### src/inc/ops_pkg.sv
// Purpose: Shared constants and types for the OTP programming sequencer.
// Assumes: 200 MHz core clock; supply rails are switched by outside regulators.
// Notes:   Times are kept in their printed units; cycle counts derive from them.
package ops_pkg;

  localparam int unsigned OPS_CLK_MHZ     = 200;
  localparam int unsigned OPS_ADDR_W      = 18;
  localparam int unsigned OPS_DATA_W      = 8;
  // Pulse width limits and nominal, in microseconds
  localparam int unsigned OPS_PW_MIN_US   = 95;
  localparam int unsigned OPS_PW_NOM_US   = 100;
  localparam int unsigned OPS_PW_MAX_US   = 105;
  // Setup and hold times, in microseconds
  localparam int unsigned OPS_SETUP_US    = 2;
  localparam int unsigned OPS_PW_CYC      = OPS_PW_NOM_US * OPS_CLK_MHZ;
  localparam int unsigned OPS_PW_MIN_CYC  = OPS_PW_MIN_US * OPS_CLK_MHZ;
  localparam int unsigned OPS_PW_MAX_CYC  = OPS_PW_MAX_US * OPS_CLK_MHZ;
  localparam int unsigned OPS_SETUP_CYC   = OPS_SETUP_US * OPS_CLK_MHZ;
  localparam int unsigned OPS_MAX_RETRY   = 10;
  localparam int unsigned OPS_RETRY_W     = 4;

  // Rail select codes
  typedef enum logic [1:0] {
    OPS_RAIL_OFF  = 2'h0,
    OPS_RAIL_READ = 2'h1,
    OPS_RAIL_PROG = 2'h2,
    OPS_RAIL_IDENT = 2'h3
  } ops_rail_t;

  // Pins toward the memory
  typedef struct packed {
    logic [OPS_ADDR_W-1:0] addr;
    logic [OPS_DATA_W-1:0] data_out;
    logic                  data_oe_n;
    logic                  chip_enable_n;
    logic                  output_enable_n;
    logic                  program_strobe_n;
    logic                  main_supply_on;
    logic                  prog_supply_on;
    logic                  main_supply_high;
    logic                  prog_supply_high;
    logic                  ident_select_high;
  } ops_pins_t;

  // Outcome of a job
  typedef struct packed {
    logic                  done;
    logic                  pass;
    logic                  verify_fail;
    logic                  readback_fail;
    logic [OPS_ADDR_W-1:0] fail_addr;
    logic [OPS_DATA_W-1:0] maker_code;
    logic [OPS_DATA_W-1:0] type_code;
  } ops_result_t;

endpackage

### src/logic/ops_prog_seq.sv
// Purpose: Programmer that runs the rapid programming algorithm on an OTP memory.
// Assumes: Source bytes come from the user port on request; inputs are synchronous.
// Notes:   Rails are requested as levels; outside regulators settle within setup time.
// Function
// - Each program pulse is held low nominally 100 us, within 95 to 105 us.
// - Programming starts at the first address, then raises main to 6.5V and prog to 13.0V.
// - The first pass gives every address exactly one pulse with no verify.
// - The second pass verifies each address, with at most 10 more pulses each verified.
// - A byte still failing after 10 retries stops the job and flags the part failed.
// - A verified byte advances the address until every location is checked.
// - After verify both rails drop to 5.0V and every byte is read back and compared.
// - The main rail switches on no later and off no earlier than the prog rail.
// - Ident mode holds the ident select line at the high ident voltage during reads.
`timescale 1ns/1ps
module ops_prog_seq
  import ops_pkg::*;
#(
  parameter int unsigned PW_CYC    = OPS_PW_CYC,
  parameter int unsigned SETUP_CYC = OPS_SETUP_CYC,
  parameter int unsigned LAST_ADDR = (1 << OPS_ADDR_W) - 1
) (
  input  wire logic                  core_clk,
  input  wire logic                  nrst,
  input  wire logic                  start_prog,
  input  wire logic                  start_ident,
  input  wire logic [OPS_DATA_W-1:0] src_data,
  input  wire logic [OPS_DATA_W-1:0] data_in,
  output logic      [OPS_ADDR_W-1:0] src_addr,
  output ops_pins_t                  pins,
  output ops_result_t                result
);

  typedef enum {
    S_IDLE, S_MAIN_UP, S_PROG_UP, S_SETUP, S_PULSE, S_HOLD, S_VREAD, S_VCMP,
    S_PROG_DN, S_MAIN_DN, S_RSETUP, S_RREAD, S_SHUT, S_ISETUP, S_IREAD, S_END
  } ops_state_t;

  localparam int unsigned TW = 16;

  ops_state_t                state;
  logic                      pass_two;
  logic                      fail_seen;
  logic [OPS_RETRY_W-1:0]    retry;
  logic                      t_load;
  logic [TW-1:0]             t_val;
  logic [TW-1:0]             low_run;
  logic                      t_done;
  logic                      at_last;

  assign at_last = (pins.addr == OPS_ADDR_W'(LAST_ADDR));
  assign src_addr = pins.addr;

  ops_pulse_timer #(.CNT_W(TW)) u_timer (
    .core_clk (core_clk),
    .nrst     (nrst),
    .load     (t_load),
    .load_val (t_val),
    .busy     (),
    .done     (t_done)
  );

  // Timer loads on entry to each timed state
  always_comb begin
    t_load = 1'b0;
    t_val  = TW'(SETUP_CYC);
    case (state)
      S_IDLE:    t_load = start_prog || start_ident;
      S_MAIN_UP, S_PROG_UP, S_HOLD, S_PROG_DN, S_MAIN_DN:
        t_load = t_done;
      S_SETUP: begin
        t_load = t_done;
        // Done is seen a cycle after it fires, so load one less
        t_val  = TW'(PW_CYC - 1);
      end
      S_PULSE:   t_load = t_done;
      S_VCMP:    t_load = 1'b1;
      S_RREAD, S_ISETUP: t_load = t_done;
      default:   t_load = 1'b0;
    endcase
  end

  always_ff @(posedge core_clk or negedge nrst) begin
    if (!nrst) begin
      state     <= S_IDLE;
      pass_two  <= 1'b0;
      fail_seen <= 1'b0;
      retry     <= '0;
      pins      <= '{addr: '0, data_out: '0, data_oe_n: 1'b1, chip_enable_n: 1'b1,
                     output_enable_n: 1'b1, program_strobe_n: 1'b1,
                     main_supply_on: 1'b0, prog_supply_on: 1'b0,
                     main_supply_high: 1'b0, prog_supply_high: 1'b0,
                     ident_select_high: 1'b0};
      result    <= '0;
    end else begin
      case (state)
        S_IDLE: begin
          if (start_prog) begin
            pins.addr          <= '0;
            pins.main_supply_on   <= 1'b1;
            pins.main_supply_high <= 1'b1;
            pass_two  <= 1'b0;
            fail_seen <= 1'b0;
            result    <= '0;
            state     <= S_MAIN_UP;
          end else if (start_ident) begin
            pins.addr              <= '0;
            pins.main_supply_on    <= 1'b1;
            pins.chip_enable_n     <= 1'b0;
            pins.output_enable_n   <= 1'b0;
            pins.ident_select_high <= 1'b1;
            result    <= '0;
            state     <= S_ISETUP;
          end
        end
        S_MAIN_UP: if (t_done) begin
          pins.prog_supply_on   <= 1'b1;
          pins.prog_supply_high <= 1'b1;
          state <= S_PROG_UP;
        end
        S_PROG_UP: if (t_done) begin
          pins.chip_enable_n <= 1'b0;
          pins.data_out      <= src_data;
          pins.data_oe_n     <= 1'b0;
          state <= S_SETUP;
        end
        S_SETUP: if (t_done) begin
          pins.program_strobe_n <= 1'b0;
          state <= S_PULSE;
        end
        S_PULSE: if (t_done) begin
          pins.program_strobe_n <= 1'b1;
          state <= S_HOLD;
        end
        S_HOLD: if (t_done) begin
          pins.data_oe_n <= 1'b1;
          if (pass_two) begin
            pins.output_enable_n <= 1'b0;
            state <= S_VREAD;
          end else if (at_last) begin
            pass_two  <= 1'b1;
            retry     <= '0;
            pins.addr <= '0;
            pins.output_enable_n <= 1'b0;
            state <= S_VREAD;
          end else begin
            pins.addr <= pins.addr + OPS_ADDR_W'(1);
            state <= S_PROG_UP;
          end
        end
        S_VREAD: if (t_done) state <= S_VCMP;
        S_VCMP: begin
          pins.output_enable_n <= 1'b1;
          if (data_in == src_data) begin
            retry <= '0;
            if (at_last) begin
              pins.prog_supply_high <= 1'b0;
              state <= S_PROG_DN;
            end else begin
              pins.addr <= pins.addr + OPS_ADDR_W'(1);
              pins.output_enable_n <= 1'b0;
              state <= S_VREAD;
            end
          end else if (retry == OPS_RETRY_W'(OPS_MAX_RETRY)) begin
            result.verify_fail <= 1'b1;
            result.fail_addr   <= pins.addr;
            pins.prog_supply_high <= 1'b0;
            pins.prog_supply_on   <= 1'b0;
            state <= S_SHUT;
          end else begin
            retry <= retry + OPS_RETRY_W'(1);
            pins.data_out  <= src_data;
            pins.data_oe_n <= 1'b0;
            state <= S_SETUP;
          end
        end
        S_PROG_DN: if (t_done) begin
          pins.main_supply_high <= 1'b0;
          state <= S_MAIN_DN;
        end
        S_MAIN_DN: if (t_done) begin
          pins.addr <= '0;
          pins.output_enable_n <= 1'b0;
          state <= S_RSETUP;
        end
        S_RSETUP: state <= S_RREAD;
        S_RREAD: if (t_done) begin
          if (data_in != src_data && !fail_seen) begin
            fail_seen <= 1'b1;
            result.readback_fail <= 1'b1;
            result.fail_addr     <= pins.addr;
          end
          if (at_last) begin
            pins.output_enable_n <= 1'b1;
            pins.prog_supply_on  <= 1'b0;
            state <= S_SHUT;
          end else begin
            pins.addr <= pins.addr + OPS_ADDR_W'(1);
            state <= S_RSETUP;
          end
        end
        S_ISETUP: if (t_done) begin
          if (pins.addr[0]) begin
            result.type_code  <= data_in;
            pins.ident_select_high <= 1'b0;
            pins.output_enable_n   <= 1'b1;
            state <= S_SHUT;
          end else begin
            result.maker_code <= data_in;
            pins.addr[0] <= 1'b1;
            state <= S_IREAD;
          end
        end
        S_IREAD: state <= S_ISETUP;
        S_SHUT: begin
          // Main rail drops a cycle after the prog rail at the earliest
          pins.main_supply_on   <= pins.prog_supply_on;
          pins.main_supply_high <= 1'b0;
          pins.chip_enable_n    <= 1'b1;
          pins.output_enable_n  <= 1'b1;
          pins.data_oe_n        <= 1'b1;
          pins.prog_supply_on   <= 1'b0;
          state <= S_END;
        end
        S_END: begin
          pins.main_supply_on <= 1'b0;
          result.done <= 1'b1;
          result.pass <= !result.verify_fail && !result.readback_fail;
          state <= S_IDLE;
        end
        default: state <= S_IDLE;
      endcase
    end
  end

  // Strobe-low run length; a counter keeps the width check free of long delays
  always_ff @(posedge core_clk or negedge nrst) begin
    if (!nrst) low_run <= '0;
    else low_run <= pins.program_strobe_n ? '0 : low_run + TW'(1);
  end

  property p_pulse_width;
    @(posedge core_clk) disable iff (!nrst)
      $rose(pins.program_strobe_n) |-> low_run == TW'(PW_CYC);
  endproperty
  a_pulse_width: assert property (p_pulse_width) else $error("strobe width off");

  property p_main_first;
    @(posedge core_clk) disable iff (!nrst)
      pins.prog_supply_on |-> pins.main_supply_on;
  endproperty
  a_main_first: assert property (p_main_first) else $error("rail order broken");

  property p_verify_quiet;
    @(posedge core_clk) disable iff (!nrst)
      !pins.output_enable_n |-> pins.program_strobe_n && pins.data_oe_n;
  endproperty
  a_verify_quiet: assert property (p_verify_quiet) else $error("read while strobing");

  property p_retry_cap;
    @(posedge core_clk) disable iff (!nrst)
      retry <= OPS_RETRY_W'(OPS_MAX_RETRY);
  endproperty
  a_retry_cap: assert property (p_retry_cap) else $error("too many retries");

  property p_fail_stops;
    @(posedge core_clk) disable iff (!nrst)
      $rose(result.verify_fail) |-> ##1 !pins.prog_supply_on ##1 result.done;
  endproperty
  a_fail_stops: assert property (p_fail_stops) else $error("failure did not stop");

  property p_first_pass_blind;
    @(posedge core_clk) disable iff (!nrst)
      !pass_two |-> pins.output_enable_n || pins.ident_select_high;
  endproperty
  a_first_pass_blind: assert property (p_first_pass_blind) else $error("verify in pass one");

  property p_readback_low;
    @(posedge core_clk) disable iff (!nrst)
      (state == S_RREAD) |-> !pins.prog_supply_high && !pins.main_supply_high;
  endproperty
  a_readback_low: assert property (p_readback_low) else $error("readback at high rails");

  property p_start_addr;
    @(posedge core_clk) disable iff (!nrst)
      (state == S_IDLE && start_prog) |=> pins.addr == '0 && pins.main_supply_high;
  endproperty
  a_start_addr: assert property (p_start_addr) else $error("bad start");

  c_retry:  cover property (@(posedge core_clk) retry == OPS_RETRY_W'(1));
  c_fail:   cover property (@(posedge core_clk) $rose(result.verify_fail));
  c_pass:   cover property (@(posedge core_clk) result.done && result.pass);
  c_ident:  cover property (@(posedge core_clk) state == S_IREAD);

endmodule

### src/logic/ops_pulse_timer.sv
// Purpose: Down counter that times strobes and setup waits.
// Assumes: Load and count on the core clock.
// Notes:   done is a one-cycle pulse as the count reaches zero.
`timescale 1ns/1ps
module ops_pulse_timer
  import ops_pkg::*;
#(
  parameter int unsigned CNT_W = 16
) (
  input  wire logic             core_clk,
  input  wire logic             nrst,
  input  wire logic             load,
  input  wire logic [CNT_W-1:0] load_val,
  output logic                  busy,
  output logic                  done
);

  logic [CNT_W-1:0] count;

  always_ff @(posedge core_clk or negedge nrst) begin
    if (!nrst) begin
      count <= '0;
      busy  <= 1'b0;
      done  <= 1'b0;
    end else if (load) begin
      count <= load_val;
      busy  <= 1'b1;
      done  <= 1'b0;
    end else if (busy) begin
      done  <= (count == CNT_W'(1));
      busy  <= (count != CNT_W'(1));
      count <= count - CNT_W'(1);
    end else begin
      done <= 1'b0;
    end
  end

endmodule

### config.mk
export PLATFORM = sky130hd
export DESIGN_NAME = ops_prog_seq
export DESIGN_NICKNAME = d
export VERILOG_FILES = /design/src/inc/ops_pkg.sv /design/src/logic/ops_prog_seq.sv /design/src/logic/ops_pulse_timer.sv
export SDC_FILE = /design/constraint.sdc
export NUM_CORES = 1
export LEC_CHECK = 0
export BUFFER_PORTS_ARGS = -buffer_cell sky130_fd_sc_hd__buf_2
export CORE_MARGIN = 2
export CORE_UTILIZATION = 56
export DETAILED_ROUTE_END_ITERATION = 12
export PLACE_DENSITY_LB_ADDON = 0.08
export SETUP_SLACK_MARGIN = 0.5
export SYNTH_ARGS = -nofsm -noshare
export SYNTH_HDL_FRONTEND = slang
export SYNTH_SLANG_ARGS = --single-unit
### constraint.sdc
create_clock -name core_clk -period 4.4 [get_ports core_clk]
set_clock_uncertainty 0.15 [all_clocks]
set_input_delay 0.66 -clock core_clk [delete_from_list [all_inputs] [get_ports core_clk]]
set_output_delay 0.66 -clock core_clk [all_outputs]
set_load 0.01 [all_outputs]
==> out/results.txt, run 1 <==
Crit path cell chain = ha_1, nand3_1, nor3_1, and3_4, a2111o_1, nand2b_1, o21ai_0
Worst Setup Start Kind = flop
Ys Warns = 0
Final setup fails = 0
Cell variety after synth = 60
Max Slew Vio Count = 0
CTS tree = built
Die ar. = 0.01057 mm2
Die H = 102.8 um
Int Power = 0.002063 W
Cts repair resizes = 0
I/O Pins = 111
Worst Path Buf+Inv = 0
Setup_tns = 0 ns
Global-route wire length before repair = 22,160 um
Core Area = 0.009639 mm2
IO Port Bufs = 110
Clk root buf = clkbuf_8
Hold_buf cts = 0
Max_cap viols = 0
CP top delay family = simple AND/OR/NAND/NOR gates
Num CTS Buffers = 9
Top FF cell, synth = dfrtp_1
CP Max Fanout = 13
Fin util = 64.52%
Initial Util = 56.72%
Worst-margin pin slew = 0.9985 ns
P per Cell Area = 566.7 mW/mm2
Synth Area per Inst = 8.734 um2
Final ANT Viol Nets = 0
Clk sinks = 101
Drt drc = 0
Dpl hpwl = 9877 um
Filler instances = 850
Synth Register Bits = 101
Layout cell share with drive strength beyond 1 = 23.14%
Tot Pwr = 0.003525 W
Drt wl/cell = 16.24 um
Worst path max stage delay = 0.70 ns
Count leader, synth = dfrtp_1
Maximum VDD drop = 0.0003697 V
Syn_nets = 651
Pre-antenna DRT Iters = 5
Slowest CP cell = dfrtp_1
Register area share after synthesis = 46.32%
Final Hold Viols = 0
Top-area cell type share of the netlist area = 44.39%
Final worst path period need = 3.317 ns
Area of the multi-input gates = 0.002570 mm2
Vias per std cell = 5.720
Antenna Cells = 0
Nets = 733
Sw power = 0.001462 W
HP Class = primary input to async pin
Combinational fraction of design power = 42.7%
Area leader, netlist = dfrtp_1
Sw frac = 41.49%
DIE WIDTH = 102.8 um
H-tree Lvls = 3
Initial antenna violation count = 0
Setup bufs post-CTS = 0
Rel. slew slack = 32.82%
Clock group share of total power = 18.6%
Required @ worst endpoint = 4.49 ns
Post-Syn Instances = 626
Tcrit/Tclk final = 75.38%
Top cells by count, synth = 97 x dfrtp_1, 87 x nand2_1, 75 x o21ai_0
Reg clk slew, reported paths = 0.09 ns
Max Root-Sink Buffers = 2
Leakage power = 2.901 nW
Outcome = complete, no violations
Largest cells by area after synthesis = dfrtp_1 44%, o21ai_0 6.9%, nand2_1 6.0%
Asr flop ratio synth = 100.0%
Site Rows = 36
FF+latch area = 0.002532 mm2
Iter 0 DRT Violations = 292
Routability Congestion = 0.9218
Sequential share of power = 38.7%
Routed vias = 4,839
Upper clock frequency limit = 301.5 MHz
Post-synthesis cell area = 0.005468 mm2
Tot GR Track Use = 27.18%
Worst skew pair latency = 0.37 ns
Largest net degree at the start of global routing = 60
CP endpoint kind = flop
Area grow syn2layout = 13.75%
Vias in the first global route = 4,320
CP Class = flop to flop
Post-synth EDFFs = 0
WP data arrival = 3.41 ns
Wirelength, routed = 13,740 um
RSZ-0062 raised after global routing = false
Total grt overflow = 0
-- path summary, 6_finish.rpt --
kind / from / to / slack [ns] / cells after the start
min reg2reg: result[9] / result[9] / 0.33 / 2
min: nrst / result[30] / 0.19 / 1
max reg2reg: src_addr[0] / src_addr[6] / 1.08 / 7
min in group core_clk: result[9] / result[9] / 0.33 / 2
max: src_addr[0] / src_addr[6] / 1.08 / 7
max in group asynchronous: nrst / pins[6] / 3.03 / 2
-- logic make-up after synthesis --
group,synth area share [%]
AO/OA/AOI/OAI,19.15
XOR/XNOR,3.524
adder cells (fa/ha/maj),1.144
buffers and inverters,6.682
flip-flops,46.32
multiplexers,2.037
AND/OR/NAND/NOR,21.14
-- power groups by stage --
stage	combinational [W]	clock (W)	sequential, W
2_1_floorplan	0.00105	0	0.00136
3_3_place_gp	0.00148	0	0.00137
3_5_place_dp	0.00150	0	0.00137
4_1_cts	0.00150	0.000682	0.00136
5_1_grt	0.00169	0.000717	0.00140
6_report	0.00151	0.000656	0.00136
-- metal layers --
layer / wire length, um / global-route usage, % / share of wire, %
met5: 0 / 0 / 0
met1: 6392 / 40.42 / 47
met3: 911 / 6.576 / 6.6
met4: 184 / 7.085 / 1.3
met2: 6254 / 40.07 / 46
-- cell type report --
cell class	count	area share, %
Multi-Input combinational cell	453	41.32
Sequential cell	101	40.72
Timing Repair Buffer	123	10.46
Tap cell	133	2.676
Clock buffer	12	2.494
Inverter	20	1.207
Clock inverter	4	1.127
-- sequential cells by signal, summed over array words and instances, names as in the netlist --
signal / flops
u_timer.done: 1
retry: 4
u_timer.busy: 1
result: 38
pass_two: 1
state: 4
fail_seen: 1
src_addr: 18
u_timer.count: 16
pins: 17
-- placed cells by master, fill, tap and decap left out, types with 6 or more instances in the layout --
cell type  netlist  routed
or3_1            8       8
nand3_1         27      27
a21oi_1         38      38
inv_1           19      19
buf_2            4     109
buf_4           18      14
a31oi_1          7       7
xor2_1          12      12
o211ai_1         6       6
o31ai_1         11      11
xnor2_1         10      10
dfrtp_1         97      97
mux2_2           9       9
and2_1           7       7
nand2b_1         9       9
clkbuf_8         0      11
nor3_1          13      13
nor2_1          52      52
o21ai_1          6       6
o21ai_0         75      75
nand2_1         87      87
-- per-stage QoR --
stage | hold slack, ns | cells | area, um2 | setup slack, ns
floorplan | 0.2144 | 626 | 5468 | 1.757
global placement | 0.3055 | 830 | 5995 | 1.175
detailed placement | 0.3164 | 830 | 5995 | 1.134
CTS | 0.2106 | 846 | 6220 | 1.132
global route | 0.2349 | 846 | 6220 | 0.7890
finish | 0.1867 | 846 | 6220 | 1.083
-- worst reg2reg max path: stages (launching register included) --
cell      delay [ns]
dfrtp_1         0.70
ha_1            0.29
nand3_1         0.27
nor3_1          0.61
and3_4          0.36
a2111o_1        0.16
nand2b_1        0.47
o21ai_0         0.18
Note: power is estimated with default switching activity, not from simulation.
==> run 2: changes to the inputs <==
Settings changed: CORE_UTILIZATION 56 to 50.
Clock period 4.4 ns to 2.75 ns, I/O delays scaled along.
==> run 2 against run 1 <==
Global-route usage increased by 0.073 points. Core utilization increased by 0.39 points. Final cell count increased by 7.7%. Wire length increased by 16%. Sequential share of layout area decreased by 4.3 points. Sequential power increased by 60%. Power increased by 84%. First-iteration DRC count increased by 33%. Largest cell class unchanged. Largest power group unchanged.
==> out/results.txt, run 2 (synthesis results as in run 1) <==
Worst skew pair latency = 0.38 ns (was 0.37 ns)
Largest net degree at the start of global routing = 54 (was 60)
Cell area after layout = 0.006975 mm2 (was 0.006220 mm2)
Max Slew Vio Count = 0 (unchanged)
Vias in the first global route = 4,953 (was 4,320)
Initial Util = 50.88% (was 56.72%)
Site Rows = 38 (was 36)
Area grow syn2layout = 27.57% (was 13.75%)
Die H = 108.6 um (was 102.8 um)
Outcome = complete, no violations (unchanged)
Leakage power = 3.281 nW (was 2.901 nW)
Final worst path period need = 2.301 ns (was 3.317 ns)
DIE WIDTH = 108.6 um (was 102.8 um)
Routed vias = 5,232 (was 4,839)
Dpl cell area = 0.006267 mm2 (was 0.005995 mm2)
Layout cell share with drive strength beyond 1 = 35.80% (was 23.14%)
Commonest non-fill, non-tap cell in the layout = buf_2 (unchanged)
Setup_tns = 0 ns (unchanged)
Sw power = 0.002732 W (was 0.001462 W)
Antenna Cells = 0 (unchanged)
Combinational fraction of design power = 49.8% (was 42.7%)
Int Power = 0.003752 W (was 0.002063 W)
Clk sinks = 101 (unchanged)
Iter 0 DRT Violations = 388 (was 292)
Global-route wire length before repair = 24,870 um (was 22,160 um)
Tcrit/Tclk final = 83.65% (was 75.38%)
Vias per std cell = 5.743 (was 5.720)
RSZ-0062 raised after global routing = true (was false)
Pre-antenna DRT Iters = 5 (unchanged)
Num CTS Buffers = 9 (unchanged)
HP Class = primary input to flop (was primary input to async pin)
Final cell count without fillers = 911 (was 846)
H-tree Lvls = 3 (unchanged)
CTS tree = built (unchanged)
Clock group share of total power = 16.6% (was 18.6%)
Placed cell count = 866 (was 830)
Final setup fails = 0 (unchanged)
Largest Register = result (unchanged)
P per Cell Area = 929.5 mW/mm2 (was 566.7 mW/mm2)
Routability Congestion = 0.9297 (was 0.9218)
CP endpoint kind = flop (unchanged)
Die ar. = 0.01179 mm2 (was 0.01057 mm2)
IO Port Bufs = 110 (unchanged)
Worst Setup Start Kind = flop (unchanged)
Total grt overflow = 0 (unchanged)
Max_cap viols = 0 (unchanged)
Worst-margin pin slew = 0.4799 ns (was 0.9985 ns)
Sequential share of power = 33.6% (was 38.7%)
Core Area = 0.01075 mm2 (was 0.009639 mm2)
I/O Pins = 111 (unchanged)
Final Hold Viols = 0 (unchanged)
Most frequent cells in the layout = 110 x buf_2, 89 x dfrtp_1, 85 x nand2_1, 59 x buf_4, 57 x o21ai_0 (was 109 x buf_2, 97 x dfrtp_1, 87 x nand2_1, 75 x o21ai_0, 52 x nor2_1)
Clk root buf = clkbuf_8 (unchanged)
Upper clock frequency limit = 434.7 MHz (was 301.5 MHz)
Maximum VDD drop = 0.0004203 V (was 0.0003697 V)
Largest register FFs = 38 (unchanged)
Rel. slew slack = 67.71% (was 32.82%)
Dpl hpwl = 10,980 um (was 9877 um)
Reg clk slew, reported paths = 0.10 ns (was 0.09 ns)
Nets = 791 (was 733)
WP data arrival = 2.47 ns (was 3.41 ns)
Sw frac = 42.13% (was 41.49%)
Drt drc = 0 (unchanged)
Max Root-Sink Buffers = 2 (unchanged)
Required @ worst endpoint = 2.92 ns (was 4.49 ns)
Tot GR Track Use = 27.25% (was 27.18%)
Final ANT Viol Nets = 0 (unchanged)
CP Max Fanout = 7 (was 13)
Initial antenna violation count = 0 (unchanged)
Drt wl/cell = 17.42 um (was 16.24 um)
CP Class = flop to flop (unchanged)
Wirelength, routed = 15,870 um (was 13,740 um)
[run 2: repair_timing]
action,4_1_cts,5_1_grt
pin swaps,6,10
hold endpoints to repair,27,0
setup buffers,16,10
gates cloned,1,1
resized for setup,45,37
setup endpoints to repair,64,78
hold buffers,1,0
[run 2: final timing paths]
check	start	cells past startpoint	slack, ns	to
min	src_data[0]	2	0.14	pins[9]
min reg2reg	result[24]	2	0.33	result[24]
min in group asynchronous	nrst	2	0.35	src_addr[12]
max reg2reg	src_addr[6]	7	0.45	src_addr[4]
max	src_addr[6]	7	0.45	src_addr[4]
max in group asynchronous	nrst	3	1.41	pins[7]
[run 2: routing by layer]
layer  GRT usage (%)  wire length [um]  vias up
met5               0                 0        -
met4           10.90               302        0
met3           4.581               922       26
met2           43.75              7499      210
met1           36.79              7148     2529
li1                -                 -     2467
[run 2: layout make-up]
cell class              count  area, um2
flip-flops and latches    101       2542
inverters                  20      75.07
repair buffers            180       1137
well taps                 140      175.2
clock buffers              11      141.4
multi-input cells         454       2823
fillers                   934       3770
clock inverters             5      81.33
[run 2: metrics by stage]
step / worst slack, ns / hold WS (ns) / utilization, % / power, W
2_1_floorplan: 0.2664 / -0.03309 / - / 0.003863
3_3_place_gp: 0.2056 / 0.2240 / 58.33 / 0.004916
3_5_place_dp: 0.1624 / 0.2255 / 58.33 / 0.004961
4_1_cts: 0.4444 / 0.1281 / 62.97 / 0.006298
5_1_grt: 0.3885 / 0.1225 / 64.92 / 0.006895
6_report: 0.4495 / 0.1424 / 64.92 / 0.006483
[run 2: critical path, stage by stage, from the launching register on]
cell      delay, ns
dfrtp_1        0.50
nand4_1        0.15
buf_4          0.16
nor3_2         0.06
and3_4         0.17
a2111o_2       0.47
or4_4          0.53
nand3_2        0.07
[run 2: power groups by stage]
stage / clock network, W / registers (W) / logic (W)
after floorplan: 0 / 0.00217 / 0.00170
after global placement: 0 / 0.00219 / 0.00272
after detailed placement: 0 / 0.00220 / 0.00276
after CTS: 0.00109 / 0.00217 / 0.00304
after global routing: 0.00116 / 0.00223 / 0.00351
final: 0.00107 / 0.00218 / 0.00323
==> run 3: changes to the inputs <==
Settings changed: ABC_AREA from default to 1, CORE_UTILIZATION 50 to 56.
Clock period 2.75 ns to 2.22 ns, I/O delays scaled along.
==> run 3 against run 2 <==
Global-route usage up 5.2 points. Wire length increased by 35%. First-iteration DRC count increased by 59%. Synthesized cell count up 36%. Critical path type unchanged. Setup slack lost 0.29 ns. Register-to-register slack worse by 0.29 ns. Largest cell class unchanged.
==> out/results.txt, run 3 <==
Layout cell share with drive strength beyond 1 = 40.19% (was 35.80%)
Routed vias = 6,820 (was 5,232)
Nets = 1,080 (was 791)
Die H = 109.1 um (was 108.6 um)
Cell variety after synth = 41 (was 60)
Post-synthesis cell area = 0.006186 mm2 (was 0.005468 mm2)
Worst path max stage delay = 0.53 ns (about the same)
Tcrit/Tclk final = 92.61% (was 83.65%)
Main combinational cell family by area after synthesis = simple AND/OR/NAND/NOR gates (unchanged)
Wirelength, routed = 21,420 um (was 15,870 um)
Outcome = complete, no violations (unchanged)
Top-area cell type share of the netlist area = 39.24% (was 44.39%)
Worst skew pair latency = 0.40 ns (was 0.38 ns)
Fin Hold WS = 0.03719 ns (was 0.1424 ns)
Most frequent cells in the layout = 252 x nand2_1, 109 x buf_2, 82 x dfrtp_1, 76 x nor2_1, 73 x buf_4 (was 110 x buf_2, 89 x dfrtp_1, 85 x nand2_1, 59 x buf_4, 57 x o21ai_0)
Count leader, synth = nand2_1 (was dfrtp_1)
Final Hold Viols = 0 (unchanged)
Vias in the first global route = 6,161 (was 4,953)
Final cell count without fillers = 1,200 (was 911)
Post-synth EDFFs = 0 (unchanged)
Ys Warns = 0 (unchanged)
Setup_tns = 0 ns (unchanged)
Iter 0 DRT Violations = 617 (was 388)
Antenna Cells = 0 (unchanged)
Final setup fails = 0 (unchanged)
CP Max Fanout = 6 (was 7)
Slowest CP cell = dfrtp_2 (was or4_4)
Max Root-Sink Buffers = 2 (unchanged)
Site Rows = 38 (unchanged)
Area grow syn2layout = 42.05% (was 27.57%)
P per Cell Area = 1135 mW/mm2 (was 929.5 mW/mm2)
Top FF cell, synth = dfrtp_1 (unchanged)
Commonest non-fill, non-tap cell in the layout = nand2_1 (was buf_2)
Drt wl/cell = 17.85 um (was 17.42 um)
Synth Area per Inst = 7.286 um2 (was 8.734 um2)
Die ar. = 0.01190 mm2 (was 0.01179 mm2)
Post-Syn Instances = 849 (was 626)
Dpl cell area = 0.007023 mm2 (was 0.006267 mm2)
Top cells by count, synth = 279 x nand2_1, 99 x nor2_1, 97 x dfrtp_1 (was 97 x dfrtp_1, 87 x nand2_1, 75 x o21ai_0)
Post-Synth Simple-Gate Area = 34.85% (was 21.14%)
CP endpoint kind = flop (unchanged)
Final worst path period need = 2.056 ns (was 2.301 ns)
Clk root buf = clkbuf_8 (unchanged)
Synth Area in XOR/XNOR = 2.973% (was 3.524%)
Register area share after synthesis = 40.94% (was 46.32%)
Pre-antenna DRT Iters = 6 (was 5)
Required @ worst endpoint = 2.36 ns (was 2.92 ns)
Synth Area in Compound Gates = 7.079% (was 19.15%)
Post-synthesis adder-cell area fraction = 1.011% (was 1.144%)
Global-route wire length before repair = 29,920 um (was 24,870 um)
CP Class = flop to flop (unchanged)
Worst-margin pin slew = 0.5469 ns (was 0.4799 ns)
Routability Congestion = 0.9483 (was 0.9297)
Drt drc = 0 (unchanged)
Tot Pwr = 0.009971 W (was 0.006483 W)
DIE WIDTH = 109.1 um (was 108.6 um)
Synth Register Bits = 101 (unchanged)
IO Port Bufs = 110 (unchanged)
Largest Register = result (unchanged)
Worst Path Buf+Inv = 5 (was 1)
Cell area after layout = 0.008787 mm2 (was 0.006975 mm2)
Largest register FFs = 38 (unchanged)
Upper clock frequency limit = 486.4 MHz (was 434.7 MHz)
RSZ-0062 raised after global routing = true (unchanged)
Maximum VDD drop = 0.0008832 V (was 0.0004203 V)
Rel. slew slack = 63.54% (was 67.71%)
Final ANT Viol Nets = 0 (unchanged)
Syn_nets = 874 (was 651)
Tot GR Track Use = 32.50% (was 27.25%)
Leakage power = 4.623 nW (was 3.281 nW)
Max Slew Vio Count = 0 (unchanged)
Core Area = 0.01079 mm2 (was 0.01075 mm2)
Total grt overflow = 0 (unchanged)
CTS tree = built (unchanged)
I/O Pins = 111 (unchanged)
Largest cells by area after synthesis = dfrtp_1 39%, nand2_1 17%, nor2_1 6.0% (was dfrtp_1 44%, o21ai_0 6.9%, nand2_1 6.0%)
Asr flop ratio synth = 100.0% (unchanged)
Worst Setup Start Kind = flop (unchanged)
Vias per std cell = 5.683 (was 5.743)
Dpl hpwl = 12,320 um (was 10,980 um)
Num CTS Buffers = 9 (unchanged)
Largest net degree at the start of global routing = 40 (was 54)
Area leader, netlist = dfrtp_1 (unchanged)
Initial Util = 57.32% (was 50.88%)
Max_cap viols = 0 (unchanged)
H-tree Lvls = 3 (unchanged)
Placed cell count = 1,094 (was 866)
Initial antenna violation count = 0 (unchanged)
WP data arrival = 2.20 ns (was 2.47 ns)
Post-synthesis mux area share = 3.398% (was 2.037%)
HP Class = primary input to flop (unchanged)
Clk sinks = 101 (unchanged)
Crit path cell chain = buf_12, nand2_8, inv_4, nand2_2, nor2_1, inv_2, nand2_2, nor2_4, buf_12, clkbuf_16, nand3_1, nand2_1 (was nand4_1, buf_4, nor3_2, and3_4, a2111o_2, or4_4, nand3_2)
CP top delay family = buffers and inverters (was simple AND/OR/NAND/NOR gates)
Reg clk slew, reported paths = 0.11 ns (was 0.10 ns)
run 3: layout make-up:
cell class,instances,area [um2]
fill,685,2006
clock buffer,10,127.6
multi-input combinational,623,3744
tap,140,175.2
sequential,101,2551
timing repair buffer,228,1733
clock inverter,6,72.57
inverter,92,384.1
run 3: routing by layer:
layer / routed length [um] / vias to the layer above / share of wire, % / track usage (%)
met4: 1269 / 0 / 5.9 / 15.93
met3: 1779 / 128 / 8.3 / 4.603
met1: 8252 / 3162 / 39 / 41.26
li1: - / 3088 / - / -
met2: 10120 / 442 / 47 / 54.26
met5: 0 / - / 0 / 0
run 3: through the flow:
stage	util (%)	worst slack, ns
2_1_floorplan	-	0.4016
3_3_place_gp	65.07	0.07980
3_5_place_dp	65.07	0.08423
4_1_cts	74.66	0.3783
5_1_grt	81.42	0.1241
6_report	81.42	0.1641
run 3: report_power, final:
part | switching [W] | leakage, nW | internal [W] | total, W
logic | 0.00346 | 3.23 | 0.00266 | 0.00612
clock network | 0.000714 | 0.0906 | 0.000531 | 0.00125
registers | 0.000372 | 1.31 | 0.00224 | 0.00261
total | 0.00454 | 4.62 | 0.00543 | 0.00997
run 3: logic make-up after synthesis:
kind of cell,count (synthesis)
compound gates,78
xor+xnor,21
fa+ha+maj,5
buf+inv,129
flops,101
mux,16
simple gates,499
run 3: worst reg2reg max path: stages, from the launching register on:
cell and delay (ns):
dfrtp_2 0.53, buf_12 0.15, nand2_8 0.06, inv_4 0.11, nand2_2 0.11, nor2_1 0.20
inv_2 0.10, nand2_2 0.09, nor2_4 0.05, buf_12 0.14, clkbuf_16 0.16, nand3_1 0.06
nand2_1 0.05
run 3: repair_timing:
action	4_1_cts	5_1_grt
hold buffers	1	0
gates cloned	6	3
endpoints found under the setup margin	93	97
pin swaps	42	51
gates resized for setup	110	120
setup buffers	53	27
hold endpoints to repair	32	0
run 3: path summary, 6_finish.rpt:
check / slack, ns / from / to / cells after the start
worst min register to register: 0.32 / pins[7] / pins[7] / 2
worst max-delay path: 0.16 / state[0] / result[27] / 12
worst min-delay path: 0.04 / src_data[1] / pins[10] / 3
min in group asynchronous: 0.29 / nrst / u_timer.count[9] / 2
worst max register to register: 0.16 / state[0] / result[27] / 12
max in group asynchronous: 0.82 / nrst / src_addr[11] / 3
